[src/gpcp_pkg.sv]
// How it works
// - A masked change on any pin of a group sets that group's flag.
// - Group request is raised only with flag, group enable and global enable.
// - Entering the group's service routine clears its flag.
// - Writing one to a flag bit clears it; writing zero keeps it.
// - A pin's change counts only if its mask bit and group enable are set.
// - One pin's direction, value or pull-up changes without touching others.
// - Each port has read/write value and direction, and a read-only input.
// - Writing one to an input sample bit inverts that pin's output value.
// - The global pull-up disable turns every pull-up off.
// - Direction one makes the pin an output, zero an input.
// - Pull-up is on only for an input with value one and pull-ups allowed.
// - An output pin is driven to its output value bit.
// - Reset tri-states every pin at once, without needing a clock.
// - Alternate functions on some pins leave the other pins unaffected.
// - Pins are latched on the falling clock, then registered on the rising.
// - Any enabled change in any group, the top one included, flags it.
package gpcp_pkg;
	localparam int         GRP_W         = 8;
	localparam int         NGRP_MAX      = 4;
	localparam logic [7:0] IDX_PORT_BASE = 8'h20;
	localparam logic [7:0] IDX_IN        = 8'h00;
	localparam logic [7:0] IDX_DIR       = 8'h01;
	localparam logic [7:0] IDX_OUT       = 8'h02;
	localparam logic [7:0] IDX_MCU       = 8'h35;
	localparam logic [7:0] IDX_GFLAG     = 8'h3b;
	localparam logic [7:0] IDX_GEN       = 8'h68;
	localparam logic [7:0] IDX_MASK [NGRP_MAX] = '{8'h6b, 8'h6c, 8'h6d, 8'h73};
	localparam int         PUD_BIT       = 4;
	localparam logic [7:0] RST_DIR       = 8'h00;
	localparam logic [7:0] RST_OUT       = 8'h00;
	localparam logic [7:0] RST_MASK      = 8'h00;
	localparam logic       RST_PUD       = 1'b0;
	localparam logic [1:0] HTRANS_NONSEQ = 2'b10;
	localparam logic       HRESP_OKAY    = 1'b0;

	function automatic logic [7:0] gpcp_port_idx(int g, logic [7:0] k);
		return 8'(IDX_PORT_BASE + 8'(3 * g) + k);
	endfunction : gpcp_port_idx
endpackage : gpcp_pkg

[src/gpcp_smp_if.sv]
`timescale 1ns/1ns
interface gpcp_smp_if #(parameter int W = 32);
	logic [W-1:0] smp;
	logic [W-1:0] chg;
	modport src (output smp, output chg);
	modport dst (input smp, input chg);
endinterface : gpcp_smp_if

[src/gpcp_sync.sv]
`timescale 1ns/1ns
module gpcp_sync #(
	parameter int W = 32
) (
	// Clock, reset and clock enable.
	input logic         clk,
	input logic         reset_n,
	input logic         ce,
	// Raw pins and synchronised samples.
	input logic [W-1:0] pin_in,
	gpcp_smp_if.src     s
);
	logic [W-1:0] lat;
	logic [W-1:0] prev;

	// The latch closes on the falling edge, so a pin edge shows up after
	// half to one and a half clocks.
	always_ff @(negedge clk or negedge reset_n) begin
		if (!reset_n)
			lat <= '0;
		else if (ce)
			lat <= pin_in;
	end

	always_ff @(posedge clk or negedge reset_n) begin
		if (!reset_n) begin
			s.smp <= '0;
			prev  <= '0;
		end else if (ce) begin
			s.smp <= lat;
			prev  <= s.smp;
		end
	end

	assign s.chg = s.smp ^ prev;
endmodule : gpcp_sync

[src/gpcp_port.sv]
// Added by the designer: the AHB-Lite interface to the registers.
`timescale 1ns/1ns
module gpcp_port
	import gpcp_pkg::*;
#(
	parameter int NGRP = 4
) (
	// Clock, reset and clock enable.
	input  logic                  clk,
	input  logic                  reset_n,
	input  logic                  ce,
	// AHB-Lite slave.
	input  logic                  hsel,
	input  logic [31:0]           haddr,
	input  logic [1:0]            htrans,
	input  logic                  hwrite,
	input  logic [2:0]            hsize,
	input  logic [31:0]           hwdata,
	input  logic                  hready,
	output logic                  hreadyout,
	output logic                  hresp,
	output logic [31:0]           hrdata,
	// Processor interrupt hand-shake.
	input  logic                  global_irq_enable,
	input  logic [NGRP-1:0]       isr_enter,
	output logic [NGRP-1:0]       irq_request,
	// Alternate function overrides.
	input  logic [NGRP*GRP_W-1:0] alt_en,
	input  logic [NGRP*GRP_W-1:0] alt_out,
	input  logic [NGRP*GRP_W-1:0] alt_oe,
	// Pins.
	input  logic [NGRP*GRP_W-1:0] pin_in,
	output logic [NGRP*GRP_W-1:0] pin_out,
	output logic [NGRP*GRP_W-1:0] pin_oe,
	output logic [NGRP*GRP_W-1:0] pin_pullup
);
	localparam int NP = NGRP * GRP_W;

	generate
		if (NGRP < 1 || NGRP > NGRP_MAX) begin : g_bad
			$error("gpcp_port: NGRP must be 1 to 4");
		end
	endgenerate

	logic [NP-1:0]   dir;
	logic [NP-1:0]   outv;
	logic [NP-1:0]   mask;
	logic [NGRP-1:0] gen;
	logic [NGRP-1:0] gflag;
	logic [NGRP-1:0] gset;
	logic [NGRP-1:0] gclr;
	logic            global_pullup_disable;
	logic            wr_pend;
	logic [7:0]      wr_idx;
	logic            rd_wait;
	logic [7:0]      rd_idx;
	logic [31:0]     rdata;
	logic            acc;
	logic            idx_ok;
	logic            wr_do;

	gpcp_smp_if #(.W(NP)) smp_bus ();

	gpcp_sync #(.W(NP)) u_sync (
		.clk     (clk),
		.reset_n (reset_n),
		.ce      (ce),
		.pin_in  (pin_in),
		.s       (smp_bus.src)
	);

	// Bus decode: only index bits 9 to 2 are decoded; bits 31 to 10 must be zero.
	assign acc    = hsel && htrans == HTRANS_NONSEQ && hready;
	assign idx_ok = haddr[31:10] == 22'h0;
	assign wr_do  = wr_pend && ce;

	always_ff @(posedge clk or negedge reset_n) begin
		if (!reset_n) begin
			wr_pend <= 1'b0;
			wr_idx  <= 8'h00;
		end else if (ce) begin
			wr_pend <= acc && hwrite && idx_ok;
			if (acc)
				wr_idx <= haddr[9:2];
		end
	end

	// Reads take one wait state so that a write in the previous data
	// phase is already visible in the returned word.
	always_ff @(posedge clk or negedge reset_n) begin
		if (!reset_n) begin
			rd_wait   <= 1'b0;
			rd_idx    <= 8'h00;
			hreadyout <= 1'b1;
			hresp     <= HRESP_OKAY;
			hrdata    <= 32'h0;
		end else if (ce) begin
			rd_wait   <= acc && !hwrite;
			hreadyout <= !(acc && !hwrite);
			hresp     <= HRESP_OKAY;
			if (acc)
				rd_idx <= idx_ok ? haddr[9:2] : 8'hff;
			if (rd_wait)
				hrdata <= rdata;
		end
	end

	always_comb begin
		rdata = 32'h0;
		for (int g = 0; g < NGRP; g++) begin
			if (rd_idx == gpcp_port_idx(g, IDX_IN))
				rdata[7:0] = smp_bus.smp[g*GRP_W +: GRP_W];
			if (rd_idx == gpcp_port_idx(g, IDX_DIR))
				rdata[7:0] = dir[g*GRP_W +: GRP_W];
			if (rd_idx == gpcp_port_idx(g, IDX_OUT))
				rdata[7:0] = outv[g*GRP_W +: GRP_W];
			if (rd_idx == IDX_MASK[g])
				rdata[7:0] = mask[g*GRP_W +: GRP_W];
		end
		if (rd_idx == IDX_MCU)
			rdata[PUD_BIT] = global_pullup_disable;
		if (rd_idx == IDX_GFLAG)
			rdata[NGRP-1:0] = gflag;
		if (rd_idx == IDX_GEN)
			rdata[NGRP-1:0] = gen;
	end

	always_ff @(posedge clk or negedge reset_n) begin
		if (!reset_n) begin
			global_pullup_disable <= RST_PUD;
			gen <= '0;
		end else if (wr_do) begin
			if (wr_idx == IDX_MCU)
				global_pullup_disable <= hwdata[PUD_BIT];
			if (wr_idx == IDX_GEN)
				gen <= hwdata[NGRP-1:0];
		end
	end

	genvar g;
	generate
		for (g = 0; g < NGRP; g++) begin : g_grp
			// Each port has its own registers, so a write to one port never
			// disturbs another, and the input toggle flips single bits.
			always_ff @(posedge clk or negedge reset_n) begin
				if (!reset_n) begin
					dir[g*GRP_W +: GRP_W]  <= RST_DIR;
					outv[g*GRP_W +: GRP_W] <= RST_OUT;
					mask[g*GRP_W +: GRP_W] <= RST_MASK;
				end else if (wr_do) begin
					if (wr_idx == gpcp_port_idx(g, IDX_DIR))
						dir[g*GRP_W +: GRP_W] <= hwdata[7:0];
					if (wr_idx == gpcp_port_idx(g, IDX_OUT))
						outv[g*GRP_W +: GRP_W] <= hwdata[7:0];
					if (wr_idx == gpcp_port_idx(g, IDX_IN))
						outv[g*GRP_W +: GRP_W] <=
							outv[g*GRP_W +: GRP_W] ^ hwdata[7:0];
					if (wr_idx == IDX_MASK[g])
						mask[g*GRP_W +: GRP_W] <= hwdata[7:0];
				end
			end

			assign gset[g] = gen[g] &&
				|(smp_bus.chg[g*GRP_W +: GRP_W] & mask[g*GRP_W +: GRP_W]);
			assign gclr[g] = isr_enter[g] ||
				(wr_do && wr_idx == IDX_GFLAG && hwdata[g]);

			// A change in the same cycle as a clear still leaves the flag set.
			always_ff @(posedge clk or negedge reset_n) begin
				if (!reset_n)
					gflag[g] <= 1'b0;
				else if (ce)
					gflag[g] <= gset[g] || (gflag[g] && !gclr[g]);
			end
		end
	endgenerate

	always_ff @(posedge clk or negedge reset_n) begin
		if (!reset_n)
			irq_request <= '0;
		else if (ce)
			irq_request <= gflag & gen & {NGRP{global_irq_enable}};
	end

	// Reset clears the enables asynchronously, so pins float with no clock.
	always_ff @(posedge clk or negedge reset_n) begin
		if (!reset_n) begin
			pin_oe     <= '0;
			pin_out    <= '0;
			pin_pullup <= '0;
		end else if (ce) begin
			pin_oe     <= (alt_en & alt_oe) | (~alt_en & dir);
			pin_out    <= (alt_en & alt_out) | (~alt_en & outv);
			pin_pullup <= ~alt_en & ~dir & outv & {NP{!global_pullup_disable}};
		end
	end

	// Group 0, and for the flag-set checks also the top group, stand for all groups, whose logic is alike.
	a_flag_set_g0: assert property (
		@(posedge clk) disable iff (!reset_n)
		(ce && gset[0]) |=> gflag[0])
		else $error("group 0 flag not set by change");
	a_flag_set_top: assert property (
		@(posedge clk) disable iff (!reset_n)
		(ce && gset[NGRP-1]) |=> gflag[NGRP-1])
		else $error("top group flag not set by change");
	a_flag_holds: assert property (
		@(posedge clk) disable iff (!reset_n)
		(ce && gflag[0] && !gclr[0]) |=> gflag[0])
		else $error("flag dropped without a clear");
	a_irq_gated: assert property (
		@(posedge clk) disable iff (!reset_n)
		(ce && !(gflag[0] && gen[0] && global_irq_enable))
		|=> !irq_request[0])
		else $error("request raised without all enables");
	a_irq_raised: assert property (
		@(posedge clk) disable iff (!reset_n)
		(ce && gflag[0] && gen[0] && global_irq_enable)
		|=> irq_request[0])
		else $error("request missing with all enables set");
	a_gie_blocks: assert property (
		@(posedge clk) disable iff (!reset_n)
		(ce && !global_irq_enable) |=> irq_request == '0)
		else $error("request raised with global enable off");
	a_isr_clears: assert property (
		@(posedge clk) disable iff (!reset_n)
		(ce && isr_enter[0] && !gset[0]) |=> !gflag[0])
		else $error("service entry did not clear flag");
	a_w0_keeps: assert property (
		@(posedge clk) disable iff (!reset_n)
		(wr_do && wr_idx == IDX_GFLAG && !hwdata[0] && gflag[0]
		&& !isr_enter[0]) |=> gflag[0])
		else $error("writing zero cleared a flag");
	a_w1_clears: assert property (
		@(posedge clk) disable iff (!reset_n)
		(wr_do && wr_idx == IDX_GFLAG && hwdata[0] && !gset[0])
		|=> !gflag[0])
		else $error("writing one did not clear a flag");
	a_gen_blocks: assert property (
		@(posedge clk) disable iff (!reset_n)
		(ce && !gen[0] && !gflag[0]) |=> !gflag[0])
		else $error("flag set with group disabled");
	a_mask_blocks: assert property (
		@(posedge clk) disable iff (!reset_n)
		(ce && mask[GRP_W-1:0] == '0 && !gflag[0]) |=> !gflag[0])
		else $error("flag set with every pin masked");
	a_out_keeps_dir: assert property (
		@(posedge clk) disable iff (!reset_n)
		(wr_do && wr_idx == gpcp_port_idx(0, IDX_OUT))
		|=> dir[7:0] == $past(dir[7:0]))
		else $error("value write disturbed direction");
	a_in_readonly: assert property (
		@(posedge clk) disable iff (!reset_n)
		(wr_do && wr_idx == gpcp_port_idx(0, IDX_IN))
		|=> dir[7:0] == $past(dir[7:0]))
		else $error("input write disturbed direction");
	a_toggle_out: assert property (
		@(posedge clk) disable iff (!reset_n)
		(wr_do && wr_idx == gpcp_port_idx(0, IDX_IN))
		|=> outv[7:0] == ($past(outv[7:0]) ^ $past(hwdata[7:0])))
		else $error("input write did not toggle value");
	a_pud_off: assert property (
		@(posedge clk) disable iff (!reset_n)
		(ce && global_pullup_disable) |=> pin_pullup == '0)
		else $error("pull-up on while disabled");
	a_input_hiz: assert property (
		@(posedge clk) disable iff (!reset_n)
		(ce && !alt_en[0] && !dir[0]) |=> !pin_oe[0])
		else $error("input pin is driven");
	a_pull_cond: assert property (
		@(posedge clk) disable iff (!reset_n)
		(ce && (dir[0] || !outv[0])) |=> !pin_pullup[0])
		else $error("pull-up on for output or value zero");
	a_pull_on: assert property (
		@(posedge clk) disable iff (!reset_n)
		(ce && !alt_en[0] && !dir[0] && outv[0] && !global_pullup_disable)
		|=> pin_pullup[0])
		else $error("pull-up off for input with value one");
	a_drive_out: assert property (
		@(posedge clk) disable iff (!reset_n)
		(ce && !alt_en[0] && dir[0])
		|=> pin_oe[0] && pin_out[0] == $past(outv[0]))
		else $error("output pin not driven to its value");
	a_reset_hiz: assert property (
		@(posedge clk)
		!reset_n |-> pin_oe == '0)
		else $error("pin driven during reset");
	a_alt_isolate: assert property (
		@(posedge clk) disable iff (!reset_n)
		(ce && alt_en[1] && !alt_en[0] && !dir[0]) |=> !pin_oe[0])
		else $error("alternate pin disturbed its neighbour");
	a_alt_drive: assert property (
		@(posedge clk) disable iff (!reset_n)
		(ce && alt_en[1])
		|=> pin_oe[1] == $past(alt_oe[1]))
		else $error("alternate drive enable not applied");
	a_read_wait: assert property (
		@(posedge clk) disable iff (!reset_n)
		(ce && acc && !hwrite) ##1 ce |=> hreadyout)
		else $error("read wait state longer than one cycle");
	a_write_nowait: assert property (
		@(posedge clk) disable iff (!reset_n)
		(ce && acc && hwrite) |=> hreadyout)
		else $error("write inserted a wait state");

	c_flag_irq: cover property (@(posedge clk) disable iff (!reset_n)
		gset[0] ##[1:4] irq_request[0]);
	c_toggle: cover property (@(posedge clk) disable iff (!reset_n)
		wr_do && wr_idx == gpcp_port_idx(0, IDX_IN));
	c_set_clear: cover property (@(posedge clk) disable iff (!reset_n)
		gset[0] && gclr[0]);
	c_pullup: cover property (@(posedge clk) disable iff (!reset_n)
		pin_pullup[0]);
	c_read: cover property (@(posedge clk) disable iff (!reset_n)
		rd_wait ##1 hreadyout);
endmodule : gpcp_port

[config.mk]
export PLATFORM = sky130hd
export DESIGN_NAME = gpcp_port
export DESIGN_NICKNAME = d
export VERILOG_FILES = /design/src/gpcp_pkg.sv /design/src/gpcp_smp_if.sv /design/src/gpcp_sync.sv /design/src/gpcp_port.sv
export SDC_FILE = /design/constraint.sdc
export NUM_CORES = 1
export LEC_CHECK = 0
export ABC_AREA = 1
export ABC_CLOCK_PERIOD_IN_PS = 3000
export BUFFER_PORTS_ARGS = -buffer_cell sky130_fd_sc_hd__buf_2
export CAP_MARGIN = 20
export CORE_ASPECT_RATIO = 1.5
export CORE_UTILIZATION = 32
export CTS_CLUSTER_DIAMETER = 80
export DETAILED_ROUTE_END_ITERATION = 6
export PLACE_DENSITY_LB_ADDON = 0.2
export SYNTH_ARGS = -nofsm -noshare
export SYNTH_HDL_FRONTEND = slang
export SYNTH_SLANG_ARGS = --single-unit
[constraint.sdc]
create_clock -name clk -period 3 [get_ports clk]
set_input_delay 0 -clock clk [delete_from_list [all_inputs] [get_ports clk]]
set_output_delay 0 -clock clk [all_outputs]
set_load 0.01 [all_outputs]
# After elaboration in Yosys (flattened, before gate mapping)
# Cells that the tools add are included.
[classes] bitwise_logic=22 muxes=28 n_eq_ne=39 reduce_logical=59
[op_table] operator="32-bit bitwise AND" count=7
[op_table] operator="8-bit by 6-bit == test with 1-bit output, second input constant" count=28
[op_table] operator="8-bit two-way mux" count=25
[op_table] operator="8-bit by 7-bit == test with 1-bit output, second input constant" count=10
[op_table] operator="32-bit NOT" count=2
[op_table] operator="32-bit bitwise OR" count=2
[op_table] operator="8-bit bitwise AND" count=4
[op_table] operator="2-bit AND reduction" count=16
[op_table] operator="8-bit OR reduction" count=4
[op_table] operator="32-bit XOR" count=1
[op_table] operator="8-bit XOR" count=4
[op_table] operator="22-bit zero test" count=1
[op_table] operator="1-bit logical AND" count=19
[op_table] operator="4-bit bitwise AND" count=2
[op_table] operator="1-bit logical OR" count=8
[op_table] operator="4-bit two-way mux" count=2
[op_table] operator="2-bit nonzero test" count=4
[op_table] operator="1-bit zero test" count=7
[op_table] operator="2-bit == test, second input constant" count=1
[op_table] operator="1-bit two-way mux" count=1
[totals] regBits=328 out_inout_bits=134 wordCells=179 input_bits=208

# Longest topological paths before layout
# Gate-level depths: netlist of the first run.
[depth] ltp_word=19 depth_mapped=18

# Modules after synthesis
# Synthesis of the first run repeated with hierarchy kept, for this count alone.
[hier_totals] hier_cells=2050 area_unflattened_um2=15847.7
[by_module_without_submodules] module="gpcp_port" cells_each=1484 area_per_inst_um2=11609.9 instances=1
[by_module_without_submodules] module="gpcp_sync" cells_each=566 area_per_inst_um2=4237.8 instances=1

==> results of run 1 <==
[cell families after synthesis]
| kind of cell | count (synthesis) | share of synthesized area |
|---|---|---|
| simple gates | 907 | 0.243 |
| compound gates | 355 | 0.122 |
| flops | 328 | 0.529 |
| buf+inv | 267 | 0.0723 |
| xor+xnor | 34 | 0.0192 |
| mux | 20 | 0.0145 |
| other cells | 1 | 0.000242 |
[layout by cell type (no fill, tap or decap), types with 3 or more instances in the layout]
cell and n:
inv_2 3, nand2_2 3, xor2_1 34, nor3_1 11
nor4_1 8, o21ai_0 279, nor3_2 4, nor2_2 8
buf_2 285, dfrtp_1 295, nand2_1 572, o31ai_1 32
clkbuf_8 8, dlygate4sd3_1 238, mux2_2 20, nand4_1 33
inv_1 165, buf_4 16, clkbuf_1 8, conb_1 25
clkinv_2 4, a21oi_1 31, buf_12 3, or2_2 8
clkbuf_16 37, nand3_1 88, clkinv_1 3, nor2_1 160
dfrtn_1 32
[final cells by class]
class / count / share of cell area
clock inverters: 9 / 0.00457
flip-flops and latches: 328 / 0.390
repair buffers: 543 / 0.190
well taps: 600 / 0.0356
diodes: 2 / 0.000238
clock buffers: 53 / 0.0506
multi-input cells: 1341 / 0.299
inverters: 170 / 0.0305
[layer usage]
layer | vias to the layer above | share of wire
met2 | 425 | 0.48
met1 | 6787 | 0.44
met4 | 2 | 0.048
met3 | 131 | 0.037
met5 | - | 0.00019
li1 | 7175 | -
[what timing repair did]
item | 4_1_cts | 5_1_grt
buffers inserted | 0 | 0
hold buffers | 238 | 0
endpoints found under the hold margin | 172 | 0
[worst min path at each step]
stage	from	end	slack, ns	cells past startpoint
2_1_floorplan	reset_n	dir[0]$_DFFE_PN0P_	-0.30	0
3_3_place_gp	reset_n	u_sync.s.smp[3]$_DFFE_PN0P_	0.02	1
3_5_place_dp	reset_n	u_sync.s.smp[0]$_DFFE_PN0P_	0.02	1
4_1_cts	ce	u_sync.s.smp[9]$_DFFE_PN0P_	0.02	4
5_1_grt	ce	u_sync.s.smp[8]$_DFFE_PN0P_	0.06	4
6_report	ce	u_sync.s.smp[9]$_DFFE_PN0P_	0.03	4
[worst max-delay path, delay by kind of cell (launching register included)]
| kind | cells | cell delay, ns |
|---|---|---|
| buffers and inverters | 2 | 0.26 |
| flip-flops | 1 | 0.40 |
| AND/OR/NAND/NOR | 11 | 1.62 |
[state kept, by name (all words and copies together) (netlist names), 4 cells and up]
name,count
rd_idx,8
irq_request,4
pin_oe,32
dir,32
gen,4
u_sync.s.smp,32
mask,32
u_sync.lat,32
u_sync.prev,32
outv,32
pin_pullup,32
pin_out,32
hrdata,8
wr_idx,8
gflag,4
[per-stage QoR]
stage	worst slack [ns]	cell area, um2	std cells	power, uW
final	0.602	21100	3046	10700
after global routing	0.359	21100	3046	11100
after CTS	0.631	21100	3044	10800
after detailed placement	0.639	17500	2744	6000
after global placement	0.686	17500	2744	5980
after floorplan	0.434	15600	1936	5470
[power by group]
group / switching, uW / internal, uW / total, uW
Combinational: 741 / 587 / 1330
Clock: 1820 / 2630 / 4440
Sequential: 203 / 4690 / 4890
==> run metrics, run 1 <==
GR Layer Usage met1 0.264; Worst-Margin Slew 0.982 ns; Slew headroom 0.346; fin util 0.440; 1st-pass router iterations 5; area delta synth->final 35.7%; most frequent CP cell nand2_1; mapped cell area 15,500 um2; max cap viols 0; Sink Count around 330; Post-synth EDFFs 0; top_reg_cell synth dfrtp_1; ranking of synthesized cells by area dfrtp_1, nand2_1, o21ai_0; CP Class reg2reg; met2 usage 0.356; initial drt markers 820; CTS H-tree lvls 2; Core Region 47,800 um2; crit path launch rd_idx[0]$_DFFE_PN0P_; clock latency on the worst-skew pair 0.53 ns; required time worst endpoint 3.41 ns; post-detailed-routing wire length 51,900 um; hold crit path type in2reg; busiest grt layer met2; fraction of registers with async set/reset 1.00; post-DR vias/cell 4.77; first-pass GRT wire length 81,400 um; Final period util 0.799; wire per inst ~17 um; Crit Reg-Reg Startpoint rd_idx[0]$_DFFE_PN0P_; Global Route met3 Usage 0.0241; Die Area 49,400 um2; library cells used by synthesis 43; HPWL Detailed between 30,000 and 40,000 um; die height approximately 270 um; Tot GR Track Use 0.210; power density cells 506 nW/um2; Die W 182 um; post-cts resize count 0; CP endpoint hrdata[0]$_DFFE_PN0P_; Worst Path Arrival 2.81 ns; Worst Setup End Kind flip-flop; final net count 2,627; Slowest cell on crit path dfrtp_1; # fillers 4,732; setup TNS 0 ns; count leader, synth nand2_1; initial core utilization 0.324; vias ~15k; leading area contributor after synthesis dfrtp_1; layout cells sized above 1 0.169; unrepaired setup endpoints after global routing no; TritonCTS Buffers 35; largest net degree at the start of global routing approximately 160; Congestion Overflow GR 0; peak supply drop 324 uV; worst hold margin 0.0269 ns; Multi-input gate area between 6000 and 7000 um2; minimum clock period 2.40 ns; Final Hold Viols 0; routability cong. approximately 0.96; worst r2r dst hrdata[0]$_DFFE_PN0P_; Slew Viols, Final 0; largest stage delay on the critical path 0.40 ns; Top Ports 342; Post-DRT Antenna Nets 0; FMAX 417 MHz; FF-to-FF setup slack 0.60 ns; CTS tree yes; largest buffer count on any clock path 3; cell depth of the worst flop-to-flop path 13; #FFs+latches synth 328; Worst setup SP type flip-flop; CTS root buffer clkbuf_16; Setup Viol. Count Final 0; yosys warns 0; drt drc 0; register area share after synthesis 0.529; post-synth top area share 0.476; crit-path max FO 13; initial antenna violation count 3; PortBufs 287; Syn Inst Count 1,912; register clock-pin slew on the reported worst setup and hold paths 0.06 ns; crit-path cells inv_1 -> nand2_2 -> inv_1 -> nand3_2 -> or2_2 -> nand2_1 -> nand4_1 -> nor2_1 -> nand3_1 -> nand2_1 -> nand3_1 -> nand2_1 -> nand2_1; status complete, no violations; skew final roughly 0.013 ns; Synth top cells by count nand2_1, dfrtp_1, o21ai_0; Row Count between 90 and 100; register area 8210 um2; vias in the first global route 14.5k; Avg Cell Area, Syn 8.12 um2; P_leak 0.0103 uW
Power figures use the tool's default switching activity.
==> inputs of run 2 (changes only) <==
--- a/config.mk
+++ b/config.mk
@@ -6,7 +6,7 @@
 export NUM_CORES = 1
 export LEC_CHECK = 0
 export ABC_AREA = 1
-export ABC_CLOCK_PERIOD_IN_PS = 3000
+export ABC_CLOCK_PERIOD_IN_PS = 2200
 export BUFFER_PORTS_ARGS = -buffer_cell sky130_fd_sc_hd__buf_2
 export CAP_MARGIN = 20
 export CORE_ASPECT_RATIO = 1.5
==> constraint.sdc (replaced) <==
create_clock -name clk -period 2.2 [get_ports clk]
set_input_delay 0 -clock clk [delete_from_list [all_inputs] [get_ports clk]]
set_output_delay 0 -clock clk [all_outputs]
set_load 0.01 [all_outputs]
==> run metrics, run 2 (synthesis gave the netlist of run 1 again) <==
CTS root buffer clkbuf_16; Post-DRT Antenna Nets 0 (unchanged); Tot GR Track Use 0.213 (+0.00327); clock latency on the worst-skew pair 0.53 ns (about the same); Final Hold Viols 0 (unchanged); FMAX 490 MHz (+17%); 1st-pass router iterations 5 (unchanged); P_leak 0.0105 uW (+2.2%); Row Count 98 (unchanged); area delta synth->final 38.1%; FF-to-FF setup slack 0.16 ns (-0.44 ns); commonest non-fill, non-tap cell in the layout nand2_1; routability cong. 0.957 (-0.24%); Final period util 0.928 (+0.128); PortBufs 287 (unchanged); status complete, no violations; peak supply drop 391 uV (+21%); crit-path max FO 7 (-6); required time worst endpoint 2.62 ns (-0.79 ns); setup TNS 0 ns (unchanged); Core Region 47,800 um2 (unchanged); final net count 2,666 (+1.5%); CTS H-tree lvls 2 (unchanged); Setup Viol. Count Final 0 (unchanged); largest net degree at the start of global routing 114 (-30%); post-detailed-routing wire length 52,300 um (+0.74%); hold crit path type in2reg; HPWL Detailed 37,100 um (+3.2%); initial antenna violation count 0 (-3); Top Family by Delay on Critical Path simple AND/OR/NAND/NOR gates; largest buffer count on any clock path 3 (unchanged); Worst Path Arrival 2.46 ns (-0.35 ns); post-DR vias/cell 4.79 (+0.43%); minimum clock period 2.04 ns (-0.357 ns); most frequent cells in the layout nand2_1, dfrtp_1, buf_2; Worst Setup End Kind flip-flop; Sink Count 328 (unchanged); Worst setup SP type flip-flop; Die Area 49,400 um2 (unchanged); wire per inst 17.0 um (-0.47%); first-pass GRT wire length 82,200 um (+1.1%); CTS tree yes; WP buf/inv 4 (+2); power density cells 672 nW/um2 (+33%); Final WS setup 0.159 ns (-0.443 ns); vias 14.8k (+1.6%); initial core utilization 0.324 (unchanged); drt drc 0 (unchanged); Top Ports 342 (unchanged); crit-path cells inv_1 -> nor2_1 -> inv_2 -> nor2_4 -> nand2_1 -> buf_4 -> nor2_1 -> nor2_1 -> nand4_1 -> nor3_2 -> buf_4 -> nand4_1 -> nor2_1 -> nand4_1 -> nand2_1 -> nand2_1; fin util 0.448 (+0.00754); ant diodes 0 (-2); CP Class reg2reg; Congestion Overflow GR 0 (unchanged); initial drt markers 930 (+13%); most frequent CP cell nor2_1; die height 272 um (unchanged); # fillers 4,657 (-1.6%); Die W 182 um (unchanged); largest stage delay on the critical path 0.39 ns (about the same); max cap viols 0 (unchanged); register clock-pin slew on the reported worst setup and hold paths 0.07 ns (about the same); unrepaired setup endpoints after global routing no; TritonCTS Buffers 35 (unchanged); Slew headroom 0.451 (+0.106); layout cells sized above 1 0.192 (+0.0227); vias in the first global route 14.6k (+0.68%); Worst-Margin Slew 0.802 ns (-0.179 ns); skew final 0.0160 ns (+0.00305 ns); post-place setup slack 0.120 ns (-0.519 ns); Slew Viols, Final 0 (unchanged); Slowest cell on crit path dfrtp_1; Pwr Total 14,400 uW (+35%)
[run 2: tightest hold or removal path, stage by stage]
cell and delay, ns:
buf_4 0.18, buf_4 0.19, nand2_1 0.06, o21ai_0 0.07
[run 2: final timing paths]
path / startpoint / endpoint / cells after the start
setup / recovery: rd_idx[3]$_DFFE_PN0P_ / hrdata[7]$_DFFE_PN0P_ / 16
hold / removal: ce / u_sync.s.smp[13]$_DFFE_PN0P_ / 4
setup reg to reg: rd_idx[3]$_DFFE_PN0P_ / hrdata[7]$_DFFE_PN0P_ / 16
hold reg to reg: u_sync.lat[24]$_DFFE_NN0P_ / u_sync.lat[24]$_DFFE_NN0P_ / 2
max in group asynchronous: reset_n / u_sync.lat[29]$_DFFE_NN0P_ / 2
min in group asynchronous: reset_n / u_sync.s.smp[11]$_DFFE_PN0P_ / 2
[run 2: area by class of cell]
cell class	count	area, um2	area share
sequential	328	8210	0.383
multi-input combinational	1341	6360	0.297
timing repair buffer	582	4330	0.202
clock buffer	47	1020	0.0478
tap	600	751	0.0350
inverter	170	643	0.0300
clock inverter	15	109	0.00508
[run 2: per-stage QoR]
| step | hold slack [ns] | cells | area, um2 |
|---|---|---|---|
| finish | 0.0292 | 3083 | 21400 |
| CTS | 0.0244 | 3082 | 21300 |
| detailed placement | 0.00250 | 2789 | 17900 |
| global route | 0.0483 | 3083 | 21400 |
| floorplan | -0.296 | 1936 | 15600 |
| global placement | -0.00400 | 2789 | 17900 |
[run 2: power breakdown]
| part | switching (uW) | internal [uW] | leakage [uW] |
|---|---|---|---|
| clock | 2490 | 3390 | 0.000565 |
| sequential | 276 | 6400 | 0.00423 |
| combinational | 1020 | 829 | 0.00574 |
[run 2: what timing repair did]
item	in CTS	in global routing
hold buffers	231	0
buffers inserted	0	1
endpoints found under the hold margin	319	0
gates resized for setup	0	18
endpoints found under the setup margin	0	7
[run 2: metal layers]
layer	vias to the layer above	share of wire	GRT usage
met5	-	0	0
met4	0	0.041	0.0910
met3	116	0.038	0.0231
met2	420	0.50	0.372
met1	6972	0.43	0.267
li1	7251	-	-
==> inputs of run 3 (changes only) <==
--- a/config.mk
+++ b/config.mk
@@ -9,7 +9,7 @@
 export ABC_CLOCK_PERIOD_IN_PS = 2200
 export BUFFER_PORTS_ARGS = -buffer_cell sky130_fd_sc_hd__buf_2
 export CAP_MARGIN = 20
-export CORE_ASPECT_RATIO = 1.5
+export CORE_ASPECT_RATIO = 1.25
 export CORE_UTILIZATION = 32
 export CTS_CLUSTER_DIAMETER = 80
 export DETAILED_ROUTE_END_ITERATION = 6
==> run metrics, run 3 (synthesis gave the netlist of run 1 again) <==
status complete, no violations; CTS H-tree lvls 2 (unchanged); post-DR vias/cell 4.70 (-1.9%); Worst setup SP type flip-flop; Slew Viols, Final 0 (unchanged); Die Area 49,400 um2 (about the same); post-route cell area 21,500 um2 (+0.30%); initial drt markers 1,088 (+17%); TritonCTS Buffers 37 (+5.7%); first-pass GRT wire length 81,500 um (-0.92%); Core Region 47,500 um2 (-0.57%); drt drc 0 (unchanged); Crit Reg-Reg Startpoint rd_idx[0]$_DFFE_PN0P_; die height 248 um (-8.6%); peak supply drop 331 uV (-15%); most frequent cells in the layout nand2_1, dfrtp_1, buf_2; post-detailed-routing wire length 52,300 um (about the same); power density cells 686 nW/um2 (+2.1%); minimum clock period 2.06 ns (+0.0169 ns); cell depth of the worst flop-to-flop path 13 (-3); worst hold margin 0.00901 ns (-0.0202 ns); Post-DRT Antenna Nets 0 (unchanged); Worst-Margin Slew 0.979 ns (+0.176 ns); CTS tree yes; crit-path max FO 6 (-1); initial antenna violation count 1 (+1); Top Ports 342 (unchanged); wire per inst 16.8 um (-1.3%); post-CTS setup buffers 0 (unchanged); Final period util 0.936 (+0.00766); crit path launch rd_idx[0]$_DFFE_PN0P_; PortBufs 287 (unchanged); CP Class reg2reg; register clock-pin slew on the reported worst setup and hold paths 0.06 ns (about the same); CP endpoint hrdata[2]$_DFFE_PN0P_; unrepaired setup endpoints after global routing yes; max cap viols 0 (unchanged); CTS root buffer clkbuf_16; Setup Viol. Count Final 0 (unchanged); HPWL Detailed 36,900 um (-0.51%); area delta synth->final 38.5%; Tot GR Track Use 0.212 (-0.00128); largest net degree at the start of global routing 166 (+46%); required time worst endpoint 2.64 ns (+0.02 ns); Sink Count 328 (unchanged); initial core utilization 0.326 (+0.00185); commonest non-fill, non-tap cell in the layout nand2_1; FF-to-FF setup slack 0.14 ns (-0.02 ns); vias 14.7k (-0.69%); Worst Path Arrival 2.49 ns (+0.03 ns); Slew headroom 0.348 (-0.104); worst r2r dst hrdata[2]$_DFFE_PN0P_; vias in the first global route 14.7k (+0.90%); clock latency on the worst-skew pair 0.54 ns (about the same); Die W 199 um (+9.4%); setup TNS 0 ns (unchanged); FMAX 486 MHz (-0.82%); largest buffer count on any clock path 3 (unchanged); skew final 0.0218 ns (+0.00574 ns); P_leak 0.0105 uW (-0.21%); dpl cell area 17,800 um2 (-0.45%); Final Hold Viols 0 (unchanged); hold crit path type in2async; final net count 2,663 (-0.11%); routability cong. 0.974 (+1.8%); Worst Setup End Kind flip-flop; 1st-pass router iterations 5 (unchanged); Congestion Overflow GR 0 (unchanged); layout cells sized above 1 0.185 (-0.00717); Row Count 89 (-9.2%)
run 3: per-layer routing:
metal | share of wire | global-route usage
met5 | 0 | 0
met3 | 0.043 | 0.0261
met4 | 0.030 | 0.0756
met1 | 0.45 | 0.281
met2 | 0.47 | 0.355
run 3: how the worst min path moves through the flow:
stage             from                      endpoint  cells after the start  slack (ns)
2_1_floorplan  reset_n            dir[0]$_DFFE_PN0P_                      0       -0.30
3_3_place_gp   reset_n  u_sync.s.smp[12]$_DFFE_PN0P_                      1       -0.02
3_5_place_dp   reset_n  u_sync.s.smp[13]$_DFFE_PN0P_                      1       -0.02
4_1_cts        reset_n         wr_idx[6]$_DFFE_PN0P_                      2       0.005
5_1_grt        reset_n           rd_wait$_DFFE_PN0P_                      2        0.06
6_report       reset_n           rd_wait$_DFFE_PN0P_                      2       0.009
run 3: critical path: stages, from the launching register on:
cell	delay, ns
dfrtp_1	0.40
inv_1	0.11
nand2_2	0.11
inv_1	0.14
nand3_2	0.15
or2_2	0.31
nand2_1	0.14
nand4_1	0.13
nor2_2	0.15
nand4_1	0.10
nand2_1	0.07
nand2_1	0.04
nand2_1	0.05
nand2_1	0.04
run 3: what timing repair did:
item,4_1_cts,5_1_grt
hold buffers,239,0
gates resized for setup,0,14
endpoints found under the setup margin,0,34
hold endpoints to repair,192,0
run 3: area by class of cell:
cell class / count / area [um2]
flip-flops and latches: 328 / 8210
fillers: 4678 / 26100
clock inverters: 6 / 58.8
repair buffers: 577 / 4290
multi-input cells: 1341 / 6330
well taps: 637 / 797
diodes: 2 / 5.00
inverters: 170 / 643
clock buffers: 60 / 1160
run 3: where the power goes:
| part | switching, uW | internal [uW] | total (uW) |
|---|---|---|---|
| Clock | 2490 | 3730 | 6220 |
| Sequential | 271 | 6400 | 6670 |
| Combinational | 1020 | 832 | 1850 |
run 3: through the flow:
step / utilization / setup slack [ns] / instances / total power [uW]
detailed placement: 0.375 / 0.129 / 2814 / 8220
finish: 0.452 / 0.142 / 3121 / 14700
global placement: 0.375 / 0.140 / 2814 / 8190
CTS: 0.451 / 0.111 / 3119 / 14900
floorplan: - / 0.0340 / 1936 / 7460
global route: 0.452 / -0.0668 / 3120 / 15400
